$ cat config.mk
export PLATFORM = sky130hd
export DESIGN_NAME = scs_clock_select
export DESIGN_NICKNAME = d
export VERILOG_FILES = /design/src/rtl/scs_clk_div.v /design/src/rtl/scs_clock_select.v
export VERILOG_INCLUDE_DIRS = /design/src /design/src/rtl
export SDC_FILE = /design/constraint.sdc
export NUM_CORES = 1
export LEC_CHECK = 0
export BUFFER_PORTS_ARGS = -buffer_cell sky130_fd_sc_hd__buf_2
export CAP_MARGIN = 25
export CELL_PAD_IN_SITES_DETAIL_PLACEMENT = 0
export CELL_PAD_IN_SITES_GLOBAL_PLACEMENT = 2
export CORE_MARGIN = 2
export CORE_UTILIZATION = 41
export DETAILED_ROUTE_END_ITERATION = 10
export GPL_ROUTABILITY_DRIVEN = 0
export PLACE_DENSITY = 0.93
export SLEW_MARGIN = 20
export SYNTH_ARGS = -nofsm -noshare
export SYNTH_HDL_FRONTEND = slang
export SYNTH_SLANG_ARGS = --single-unit
$ cat constraint.sdc
create_clock -name mclk -period 8.7 [get_ports mclk]
set_clock_uncertainty 0.05 [all_clocks]
set_input_delay 2.175 -clock mclk [delete_from_list [all_inputs] [get_ports mclk]]
set_output_delay 2.175 -clock mclk [all_outputs]
set_load 0.05 [all_outputs]
$ cat src/rtl/scs_consts.vh
// constants of the system clock source select block
`ifndef SCS_CONSTS_VH
`define SCS_CONSTS_VH
// register offsets
`define SCS_OFF_SYS_CFG 8'h00
`define SCS_OFF_PLL_CFG 8'h04
`define SCS_OFF_PRESCALE 8'h08
`define SCS_OFF_MEM_CFG 8'h0c
`define SCS_OFF_STATUS 8'h10
// system_clock_config fields
`define SCS_SRC_LSB 0
`define SCS_SRC_MSB 1
// pll_config fields
`define SCS_BYP_BIT 0
`define SCS_BAND_LSB 1
`define SCS_BAND_MSB 2
`define SCS_REF_BIT 3
`define SCS_PLL_INPUT_DIVIDER_FIELD_LSB 4
`define SCS_PLL_INPUT_DIVIDER_FIELD_MSB 7
`define SCS_PLL_MULTIPLIER_FIELD_LSB 8
`define SCS_PLL_MULTIPLIER_FIELD_MSB 14
`define SCS_K2_LSB 15
`define SCS_K2_MSB 21
// prescaler and memory startup fields
`define SCS_K1_LSB 0
`define SCS_K1_MSB 9
`define SCS_SFA_BIT 0
// source select codes
`define SCS_SRC_WAKEUP 2'h0
`define SCS_SRC_OSC 2'h2
`define SCS_SRC_DIRECT 2'h3
// vco band codes
`define SCS_BAND_LOW 2'h0
`define SCS_BAND_MID 2'h1
`define SCS_BAND_HIGH 2'h2
// reset values
`define SCS_RST_SRC 2'h0
`define SCS_RST_BYP 1'b1
`define SCS_RST_BAND 2'h0
`define SCS_RST_PLL_INPUT_DIVIDER_FIELD 4'h0
`define SCS_RST_PLL_MULTIPLIER_FIELD 7'h00
`define SCS_RST_K2 7'h00
`define SCS_RST_K1 10'h000
// multiplier ramp step time and clock rate
`define SCS_RAMP_STEP_NS 1000
`define SCS_MCLK_MHZ 200
`define SCS_RAMP_CYCLES ((`SCS_RAMP_STEP_NS * `SCS_MCLK_MHZ) / 1000)
`endif

$ cat src/rtl/scs_clk_div.v
// edge counting divider for a sampled clock level, factor is field plus one
`timescale 1ns/100ps
module scs_clk_div (
    // clock and reset
    input wire clk,
    input wire rst_n,
    // sampled source level and factor field
    input wire src_level,
    input wire [9:0] div_field,
    // divided level
    output reg out_level
);
    reg src_prev_reg;
    reg [9:0] cnt_reg;
    reg [9:0] div_reg;
    wire rise;
    wire [10:0] half_sum;
    wire [9:0] half;

    assign rise = src_level & ~src_prev_reg;
    assign half_sum = {1'b0, div_reg} + 11'h001;
    assign half = half_sum[10:1];

    // count source rising edges, new factor only taken at a period boundary
    always @(posedge clk or negedge rst_n) begin
        if (!rst_n) begin
            src_prev_reg <= 1'b0;
            cnt_reg <= 10'h000;
            div_reg <= 10'h000;
            out_level <= 1'b0;
        end else begin
            src_prev_reg <= src_level;
            if (div_reg == 10'h000) begin
                out_level <= src_level; // factor one passes the source duty
                if (rise) begin
                    div_reg <= div_field;
                    cnt_reg <= 10'h000;
                end
            end else if (rise) begin
                if (cnt_reg == div_reg) begin
                    cnt_reg <= 10'h000;
                    div_reg <= div_field;
                    out_level <= 1'b1;
                end else begin
                    cnt_reg <= cnt_reg + 10'h001;
                    if (cnt_reg + 10'h001 == half) begin
                        out_level <= 1'b0;
                    end
                end
            end
        end
    end
endmodule

$ cat src/rtl/scs_clock_select.v
// system clock source selection, prescaler, pll control and switching
`timescale 1ns/100ps
`include "scs_consts.vh"
// Functional notes
// - source code 11 drives system clock straight from external clock input one
// - code 10 with bypass set divides oscillator by the prescaler factor
// - prescaler factor equals the prescaler field plus one
// - largest prescaler factor is 1024, giving the slowest system clock
// - factor one passes the oscillator unchanged, keeping its duty cycle
// - crystal bypass with factor one acts like direct drive
// - code 10 with bypass clear enables the pll and uses its clock
// - pll factor is N over P times K2, each field plus one
// - pll reference comes from crystal input or internal clock source
// - pll system clock is the vco clock divided by K2
// - pll approaches a new multiplier gradually, never abruptly
// - vco band field: 00 low, 01 middle, 10 high band
// - source code 00 runs the system clock from the wakeup clock
module scs_clock_select (
    // clock and reset
    input wire mclk,
    input wire rst_n,
    // register port
    input wire [7:0] addr,
    input wire [31:0] wdata,
    input wire wr_stb,
    input wire rd_stb,
    output reg [31:0] rdata,
    // clock source pins, asynchronous to mclk
    input wire external_clock_input_one,
    input wire crystal_input,
    input wire internal_clk_in,
    input wire wakeup_clk_in,
    input wire vco_clk_in,
    // system clock out
    output reg sys_clk,
    // analog pll control
    output reg pll_enable,
    output reg pll_ref_internal,
    output reg [1:0] pll_band,
    output reg [3:0] pll_input_div,
    output reg [6:0] pll_mult,
    // memory startup control
    output reg flash_safe_access
);
    // path one-hot codes
    localparam [3:0] PATH_WU = 4'h1;
    localparam [3:0] PATH_PRE = 4'h2;
    localparam [3:0] PATH_PLL = 4'h4;
    localparam [3:0] PATH_EXT = 4'h8;
    // switch states
    localparam [2:0] ST_RUN = 3'h1;
    localparam [2:0] ST_DRAIN = 3'h2;
    localparam [2:0] ST_ARM = 3'h4;
    localparam integer RAMP_LAST_I = `SCS_RAMP_CYCLES - 1;
    localparam [15:0] RAMP_LAST = RAMP_LAST_I[15:0];

    // map source field and bypass bit onto a clock path
    function [3:0] path_of;
        input [1:0] src;
        input byp;
        begin
            case (src)
                `SCS_SRC_DIRECT: path_of = PATH_EXT;
                `SCS_SRC_OSC: path_of = byp ? PATH_PRE : PATH_PLL;
                `SCS_SRC_WAKEUP: path_of = PATH_WU;
                default: path_of = PATH_WU;
            endcase
        end
    endfunction

    // pick the level of one path
    function level_of;
        input [3:0] path;
        input [3:0] levels;
        begin
            level_of = |(path & levels);
        end
    endfunction

    // reset release
    reg rst_meta_reg;
    reg rst_sync_reg;
    wire rst_s_n;
    // configuration registers
    reg [1:0] src_sel_reg;
    reg vco_bypass_reg;
    reg [1:0] vco_band_select_reg;
    reg ref_internal_reg;
    reg [3:0] pll_input_divider_field_reg;
    reg [6:0] pll_multiplier_field_reg;
    reg [6:0] pll_output_divider_field_reg;
    reg [9:0] prescaler_divider_field_reg;
    reg flash_safe_access_bit_reg;
    // pin synchronisers, first and second stage
    reg [4:0] pin_meta_reg;
    reg [4:0] pin_sync_reg;
    // switch control
    reg [2:0] state_reg;
    reg [2:0] state_next;
    reg [3:0] path_reg;
    reg [3:0] path_next;
    reg sys_next;
    reg [15:0] ramp_cnt_reg;
    wire [3:0] want_path;
    wire [3:0] levels;
    wire cur_level;
    wire osc_level;
    wire pre_level;
    wire pll_level;
    wire ext_level;
    wire wu_level;
    wire vco_level;
    wire ramp_tick;
    wire pll_locked;
    wire [6:0] mult_target;
    // reference mux control
    reg ref_used_reg;
    reg osc_prev_reg;
    wire new_ref_level;
    wire ref_swap;

    // two stage reset release, asynchronous assertion
    // every other process uses the released copy, so leaving reset is always synchronous
    always @(posedge mclk or negedge rst_n) begin
        if (!rst_n) begin
            rst_meta_reg <= 1'b0;
            rst_sync_reg <= 1'b0;
        end else begin
            rst_meta_reg <= 1'b1;
            rst_sync_reg <= rst_meta_reg;
        end
    end
    assign rst_s_n = rst_sync_reg;

    // two flip-flop sampling of every source pin
    // pins must toggle slower than half the mclk rate to be sampled faithfully
    always @(posedge mclk or negedge rst_s_n) begin
        if (!rst_s_n) begin
            pin_meta_reg <= 5'h00;
            pin_sync_reg <= 5'h00;
        end else begin
            pin_meta_reg <= {vco_clk_in, wakeup_clk_in, internal_clk_in, crystal_input,
                external_clock_input_one};
            pin_sync_reg <= pin_meta_reg;
        end
    end
    assign ext_level = pin_sync_reg[0];
    assign wu_level = pin_sync_reg[3];
    assign vco_level = pin_sync_reg[4];
    // level of the requested reference, and the swap moment: the level in use has been
    // low for two samples and the requested one is low too, so no runt reaches a divider
    assign new_ref_level = ref_internal_reg ? pin_sync_reg[2] : pin_sync_reg[1];
    assign ref_swap = (ref_used_reg != ref_internal_reg) && !osc_level && !osc_prev_reg &&
        !new_ref_level;
    // oscillator from crystal input or internal source, through the applied selection
    assign osc_level = ref_used_reg ? pin_sync_reg[2] : pin_sync_reg[1];

    // applied reference selection follows the register only at a swap moment
    always @(posedge mclk or negedge rst_s_n) begin
        if (!rst_s_n) begin
            ref_used_reg <= 1'b0;
            osc_prev_reg <= 1'b0;
        end else begin
            osc_prev_reg <= osc_level;
            if (ref_swap) begin
                ref_used_reg <= ref_internal_reg;
            end
        end
    end

    // register writes
    // a write lands at its strobe edge; unmapped offsets are ignored
    always @(posedge mclk or negedge rst_s_n) begin
        if (!rst_s_n) begin
            src_sel_reg <= `SCS_RST_SRC;
            vco_bypass_reg <= `SCS_RST_BYP;
            vco_band_select_reg <= `SCS_RST_BAND;
            ref_internal_reg <= 1'b0;
            pll_input_divider_field_reg <= `SCS_RST_PLL_INPUT_DIVIDER_FIELD;
            pll_multiplier_field_reg <= `SCS_RST_PLL_MULTIPLIER_FIELD;
            pll_output_divider_field_reg <= `SCS_RST_K2;
            prescaler_divider_field_reg <= `SCS_RST_K1;
            flash_safe_access_bit_reg <= 1'b0;
        end else if (wr_stb) begin
            case (addr)
                `SCS_OFF_SYS_CFG: begin
                    src_sel_reg <= wdata[`SCS_SRC_MSB:`SCS_SRC_LSB];
                end
                `SCS_OFF_PLL_CFG: begin
                    vco_bypass_reg <= wdata[`SCS_BYP_BIT];
                    vco_band_select_reg <= wdata[`SCS_BAND_MSB:`SCS_BAND_LSB];
                    ref_internal_reg <= wdata[`SCS_REF_BIT];
                    pll_input_divider_field_reg <= wdata[`SCS_PLL_INPUT_DIVIDER_FIELD_MSB:`SCS_PLL_INPUT_DIVIDER_FIELD_LSB];
                    pll_multiplier_field_reg <= wdata[`SCS_PLL_MULTIPLIER_FIELD_MSB:`SCS_PLL_MULTIPLIER_FIELD_LSB];
                    pll_output_divider_field_reg <= wdata[`SCS_K2_MSB:`SCS_K2_LSB];
                end
                `SCS_OFF_PRESCALE: begin
                    prescaler_divider_field_reg <= wdata[`SCS_K1_MSB:`SCS_K1_LSB];
                end
                `SCS_OFF_MEM_CFG: begin
                    flash_safe_access_bit_reg <= wdata[`SCS_SFA_BIT];
                end
                default: begin
                end
            endcase
        end
    end

    // read data, valid the cycle after the strobe, unmapped reads give zero
    // status is a live view of the switch, the path and the lock
    always @(posedge mclk or negedge rst_s_n) begin
        if (!rst_s_n) begin
            rdata <= 32'h00000000;
        end else if (rd_stb) begin
            case (addr)
                `SCS_OFF_SYS_CFG: rdata <= {30'h00000000, src_sel_reg};
                `SCS_OFF_PLL_CFG: rdata <= {10'h000, pll_output_divider_field_reg,
                    pll_multiplier_field_reg, pll_input_divider_field_reg,
                    ref_internal_reg, vco_band_select_reg, vco_bypass_reg};
                `SCS_OFF_PRESCALE: rdata <= {22'h000000, prescaler_divider_field_reg};
                `SCS_OFF_MEM_CFG: rdata <= {31'h00000000, flash_safe_access_bit_reg};
                `SCS_OFF_STATUS: rdata <= {24'h000000, pll_locked, state_reg[0], path_reg,
                    sys_clk, pll_enable};
                default: rdata <= 32'h00000000;
            endcase
        end else begin
            rdata <= 32'h00000000;
        end
    end

    // prescaler on the oscillator, factor field plus one
    // factor changes wait for a period boundary inside the divider
    scs_clk_div u_prescaler (
        .clk(mclk),
        .rst_n(rst_s_n),
        .src_level(osc_level),
        .div_field(prescaler_divider_field_reg),
        .out_level(pre_level)
    );

    // output divider K2 on the vco clock
    scs_clk_div u_out_div (
        .clk(mclk),
        .rst_n(rst_s_n),
        .src_level(vco_level),
        .div_field({3'h0, pll_output_divider_field_reg}),
        .out_level(pll_level)
    );

    assign levels = {ext_level, pll_level, pre_level, wu_level};
    assign want_path = path_of(src_sel_reg, vco_bypass_reg);
    assign cur_level = level_of(path_reg, levels);

    // glitch free switch: finish the high phase, park low, join new source low
    // a high phase is never cut, and the output parks low for at least two samples
    always @* begin
        state_next = state_reg;
        path_next = path_reg;
        sys_next = sys_clk;
        case (state_reg)
            ST_RUN: begin
                sys_next = cur_level;
                if (want_path != path_reg) begin
                    state_next = ST_DRAIN;
                end
            end
            ST_DRAIN: begin
                sys_next = cur_level;
                if (!cur_level) begin
                    sys_next = 1'b0;
                    path_next = want_path;
                    state_next = ST_ARM;
                end
            end
            ST_ARM: begin
                sys_next = 1'b0;
                if (!cur_level) begin
                    state_next = ST_RUN; // next rise of the new source is whole
                end
            end
            default: begin
                state_next = ST_RUN;
                sys_next = 1'b0;
            end
        endcase
    end

    // switch state and system clock level
    always @(posedge mclk or negedge rst_s_n) begin
        if (!rst_s_n) begin
            state_reg <= ST_ARM;
            path_reg <= PATH_WU;
            sys_clk <= 1'b0;
        end else begin
            state_reg <= state_next;
            path_reg <= path_next;
            sys_clk <= sys_next;
        end
    end

    // ramp step timer for the multiplier
    // one multiplier step per tick keeps the vco from jumping
    assign ramp_tick = (ramp_cnt_reg == RAMP_LAST);
    always @(posedge mclk or negedge rst_s_n) begin
        if (!rst_s_n) begin
            ramp_cnt_reg <= 16'h0000;
        end else if (ramp_tick) begin
            ramp_cnt_reg <= 16'h0000;
        end else begin
            ramp_cnt_reg <= ramp_cnt_reg + 16'h0001;
        end
    end

    // the multiplier walks down to its start value while the pll is off, so an enable
    // that comes after it gets there begins a fresh gradual approach
    assign mult_target = pll_enable ? pll_multiplier_field_reg : `SCS_RST_PLL_MULTIPLIER_FIELD;
    assign pll_locked = pll_enable && (pll_mult == pll_multiplier_field_reg);

    // pll control: enable, reference, band, input divider, stepped multiplier
    // the analog side sees only registered copies of the fields
    always @(posedge mclk or negedge rst_s_n) begin
        if (!rst_s_n) begin
            pll_enable <= 1'b0;
            pll_ref_internal <= 1'b0;
            pll_band <= `SCS_RST_BAND;
            pll_input_div <= `SCS_RST_PLL_INPUT_DIVIDER_FIELD;
            pll_mult <= `SCS_RST_PLL_MULTIPLIER_FIELD;
            flash_safe_access <= 1'b0;
        end else begin
            pll_enable <= (want_path == PATH_PLL) || (path_reg == PATH_PLL);
            pll_ref_internal <= ref_internal_reg;
            pll_band <= vco_band_select_reg;
            pll_input_div <= pll_input_divider_field_reg;
            flash_safe_access <= flash_safe_access_bit_reg;
            if (ramp_tick) begin
                if (pll_mult < mult_target) begin
                    pll_mult <= pll_mult + 7'h01;
                end else if (pll_mult > mult_target) begin
                    pll_mult <= pll_mult - 7'h01;
                end
            end
        end
    end
endmodule

==> flow_summary.yaml <==
timing:
  rsz0062_at_grt: "no"
  fin_crit_sh_pct: 44.1
  worst_pin_slew_ps: 810
  report.final.setup_viol: 0
  hold_viol_final: 0
  timing.setup.tns_ps: 0
  max_freq_mhz: 261
  maxSlewViolCount: 0
  finalCriticalPeriod_ps: 3830
  worst_slew_margin_rel_pct: 45.7
clock_tree:
  worst_setup_hold_path_clk_slew_ps: 60
  cts_hold_buffers: 0
  cts_num_sinks: 151
  clock_path_buffers: 2
  post_cts_setup_inserts: 0
  tritoncts.num_buffers: 17
  cts_tree: "yes"
  ctsRootBufferMaster: "sky130_fd_sc_hd__clkbuf_16"
  clock_latency_on_the_worst_skew_pair_ps: 430
  cts_repair_resize_count: 0
  cts_max_level: 4
synthesis:
  synth_xor_area_share_pct: 9.58
  synthMostInstantiatedCell: "sky130_fd_sc_hd__dfrtp_1"
  syn-cell-area_um2: 7470
  yosys-top-cells-area: "sky130_fd_sc_hd__dfrtp_1 (50%), sky130_fd_sc_hd__mux2_2 (8.4%), sky130_fd_sc_hd__xnor2_1 (6.0%), sky130_fd_sc_hd__xor2_1 (3.3%), sky130_fd_sc_hd__ha_1 (3.2%)"
  synth-edff-count: 0
  synth.mux.area_fraction_pct: 9.51
  share_of_yosys_cell_area_claimed_by_the_top_area_cell_type_pct: 49.6
  simple_gate_share_of_the_synthesized_area_pct: 14.4
  synth.yosys.seq_area_share_pct: 50.6
  synth_area_per_cell_um2: 11.1
  async_reset_ff_share_pct: 100
  synth_warnings: 0
  ys_seq_elements: 151
  yosys-top-cells-count: "sky130_fd_sc_hd__dfrtp_1 (148), sky130_fd_sc_hd__mux2_2 (56), sky130_fd_sc_hd__nand2_1 (56)"
  yosys_most_used_dff: "sky130_fd_sc_hd__dfrtp_1"
  yosys.area_share.adder_pct: 3.58
  netlist_instances: 675
  synth_compound_area_share_pct: 8.82
  netlist.top_cell.by_area: "sky130_fd_sc_hd__dfrtp_1"
  synth_top_family_by_area: "simple AND/OR/NAND/NOR gates"
  yosys.cell_types.count: 62
critical_path:
  startpoint: "addr[1]"
  timing.reg2reg.worst_path_depth: 15
  path_class: "in -> reg"
  worst_r2r_endpoint: "pll_mult[6]"
  timing.rr.start: "pll_enable"
  required_ps: 8950
  critPathArrivalTime_ps: 4080
  critPathCapture: "pll_output_divider_field_reg[4]"
  setup.worst_path.end_class: "flop"
  timing.critical_path.cells: "buf_2 -> nor3_1 -> nand2_1 -> nor2_1 -> nand2_1 -> nor2_1 -> nand2_1 -> buf_8 -> mux2_2"
  timing.critical_path.from_type: "input pin"
  timing.reg2reg.setup_slack_ps: 5020
  critical_path.most_common_cell: "sky130_fd_sc_hd__nand2_1"
  critPathMaxStageDelay_ps: 440
  critical_path_peak_fanout: 12
  critical-path-slowest-cell: "sky130_fd_sc_hd__nand2_1"
routing:
  drtAntennaViolNets: 0
  routed_via_density: 5.29
  detail_route.iter0.violations: 426
  drc_errors: 0
  avgRoutedWirePerCell_um: 16.7
  drt_pass1_iterations: 5
  totalWireLength_mm: 16.5
  num_vias: 5208
power_and_ir_drop:
  p_leak_nw: 4.19
  power.clock.fraction_pct: 40.6
  intPower_mw: 1.30
  power_mw: 1.84
  netSwitchingPower_uw: 535
  power-per-cell-area_nw_per_um2: 213
  power_frac_seq_pct: 45.1
  ir_worst_vdd_mv: 0.169
  pwr-share-comb_pct: 14.3
  netSwitchingFraction_pct: 29.1
floorplanning:
  initial_utilization_pct: 41.7
  core-area_um2: 17900
  placementRows: 49
  die_x_um: 139
  die-area_um2: 19300
  dieHeight_um: 139
  boundaryPins: 98
flow_run:
  max-cap-violations: 0
cells_and_area:
  register_area_um2: 3790
  drive_above_1_share_pct: 24.5
  fillCellCount: 1617
  largest_register_ffs: 22
  areaGrowthSynthToFinish_pct: 15.6
  finish.net_count: 810
  multi_input_area_um2: 3470
  final_util_pct: 48.2
place:
  numPortBuffers: 77
  place_hpwl_mm: 11.8
global_routing:
  global_route.usage.total_pct: 17.7
  global_route.overflow_total: 0
  grt_antenna_before_repair: 1
  grt_max_degree: 62
  wire_length_of_the_first_global_routing_pass_mm: 27.5
  first_global_vias: 5345
min_path:
  min_from: "pin_meta_reg[2]"
  min-delay-path-class: "reg -> reg"
status:
  outcome: "finished clean"
-- power by group through the flow --
stage	sequential, mW	clock, mW	combinational, mW
after floorplan	0.825	0	0.200
after global placement	0.837	0	0.252
after detailed placement	0.840	0	0.262
after CTS	0.828	0.762	0.264
after global routing	0.838	0.799	0.293
final	0.828	0.746	0.263
-- kinds of logic after synthesis --
group	count (synthesis)
buffers and inverters	55
AND/OR/NAND/NOR	206
adder cells (fa/ha/maj)	21
multiplexers	63
XOR/XNOR	80
other	2
flip-flops	151
AO/OA/AOI/OAI	97
-- cell usage in the layout (no fill, tap or decap), types with 6 or more instances in the layout --
cell,instances
sky130_fd_sc_hd__dfrtp_1,147
sky130_fd_sc_hd__buf_2,77
sky130_fd_sc_hd__nand2_1,56
sky130_fd_sc_hd__mux2_2,56
sky130_fd_sc_hd__xnor2_1,51
sky130_fd_sc_hd__o21ai_0,38
sky130_fd_sc_hd__nor2_1,37
sky130_fd_sc_hd__xor2_1,28
sky130_fd_sc_hd__nand3_1,24
sky130_fd_sc_hd__and3_1,21
sky130_fd_sc_hd__ha_1,19
sky130_fd_sc_hd__clkbuf_16,17
sky130_fd_sc_hd__nand4_1,14
sky130_fd_sc_hd__nor3_1,12
sky130_fd_sc_hd__inv_1,11
sky130_fd_sc_hd__conb_1,11
sky130_fd_sc_hd__o31ai_1,9
sky130_fd_sc_hd__nand2b_1,7
sky130_fd_sc_hd__nor2b_1,7
sky130_fd_sc_hd__a222oi_1,7
sky130_fd_sc_hd__nand3b_1,6
sky130_fd_sc_hd__a21oi_1,6
-- worst max-delay path: cells and delay by family --
kind | cells | cell delay [ps]
buf+inv | 2 | 440
mux | 1 | 280
simple gates | 6 | 1200
-- final cells by class --
type	count	share of cell area (%)
multi-input cells	478	40.1
repair buffers	82	5.22
diodes	1	0.0290
clock inverters	14	1.88
clock buffers	18	5.09
inverters	11	0.478
flip-flops and latches	151	43.8
well taps	229	3.32
-- worst min path at each step --
stage	to	slack, ps	cells past startpoint
after floorplan	pin_sync_reg[0]	280	0
after global placement	pin_sync_reg[2]	280	0
after detailed placement	pin_sync_reg[4]	290	0
after CTS	pin_sync_reg[2]	300	0
after global routing	pin_sync_reg[4]	310	0
final	pin_sync_reg[2]	300	0
-- stage by stage --
step	hold WS, ps	setup WS (ps)	cells	cell area, um^2
global route	315	4720	983	8630
finish	302	4870	984	8640
detailed placement	287	4450	950	8020
CTS	304	4870	982	8630
global placement	282	4290	948	7980
floorplan	281	4140	684	7510
-- metal layers --
layer | global-route usage, % | share of wire [%] | routed length (um)
met5 | 0 | 0 | 0
met4 | 5.64 | 1.3 | 213
met3 | 4.70 | 4.9 | 814
met2 | 29.3 | 49 | 8040
met1 | 23.0 | 45 | 7400
(Power assumes the default switching activity.)
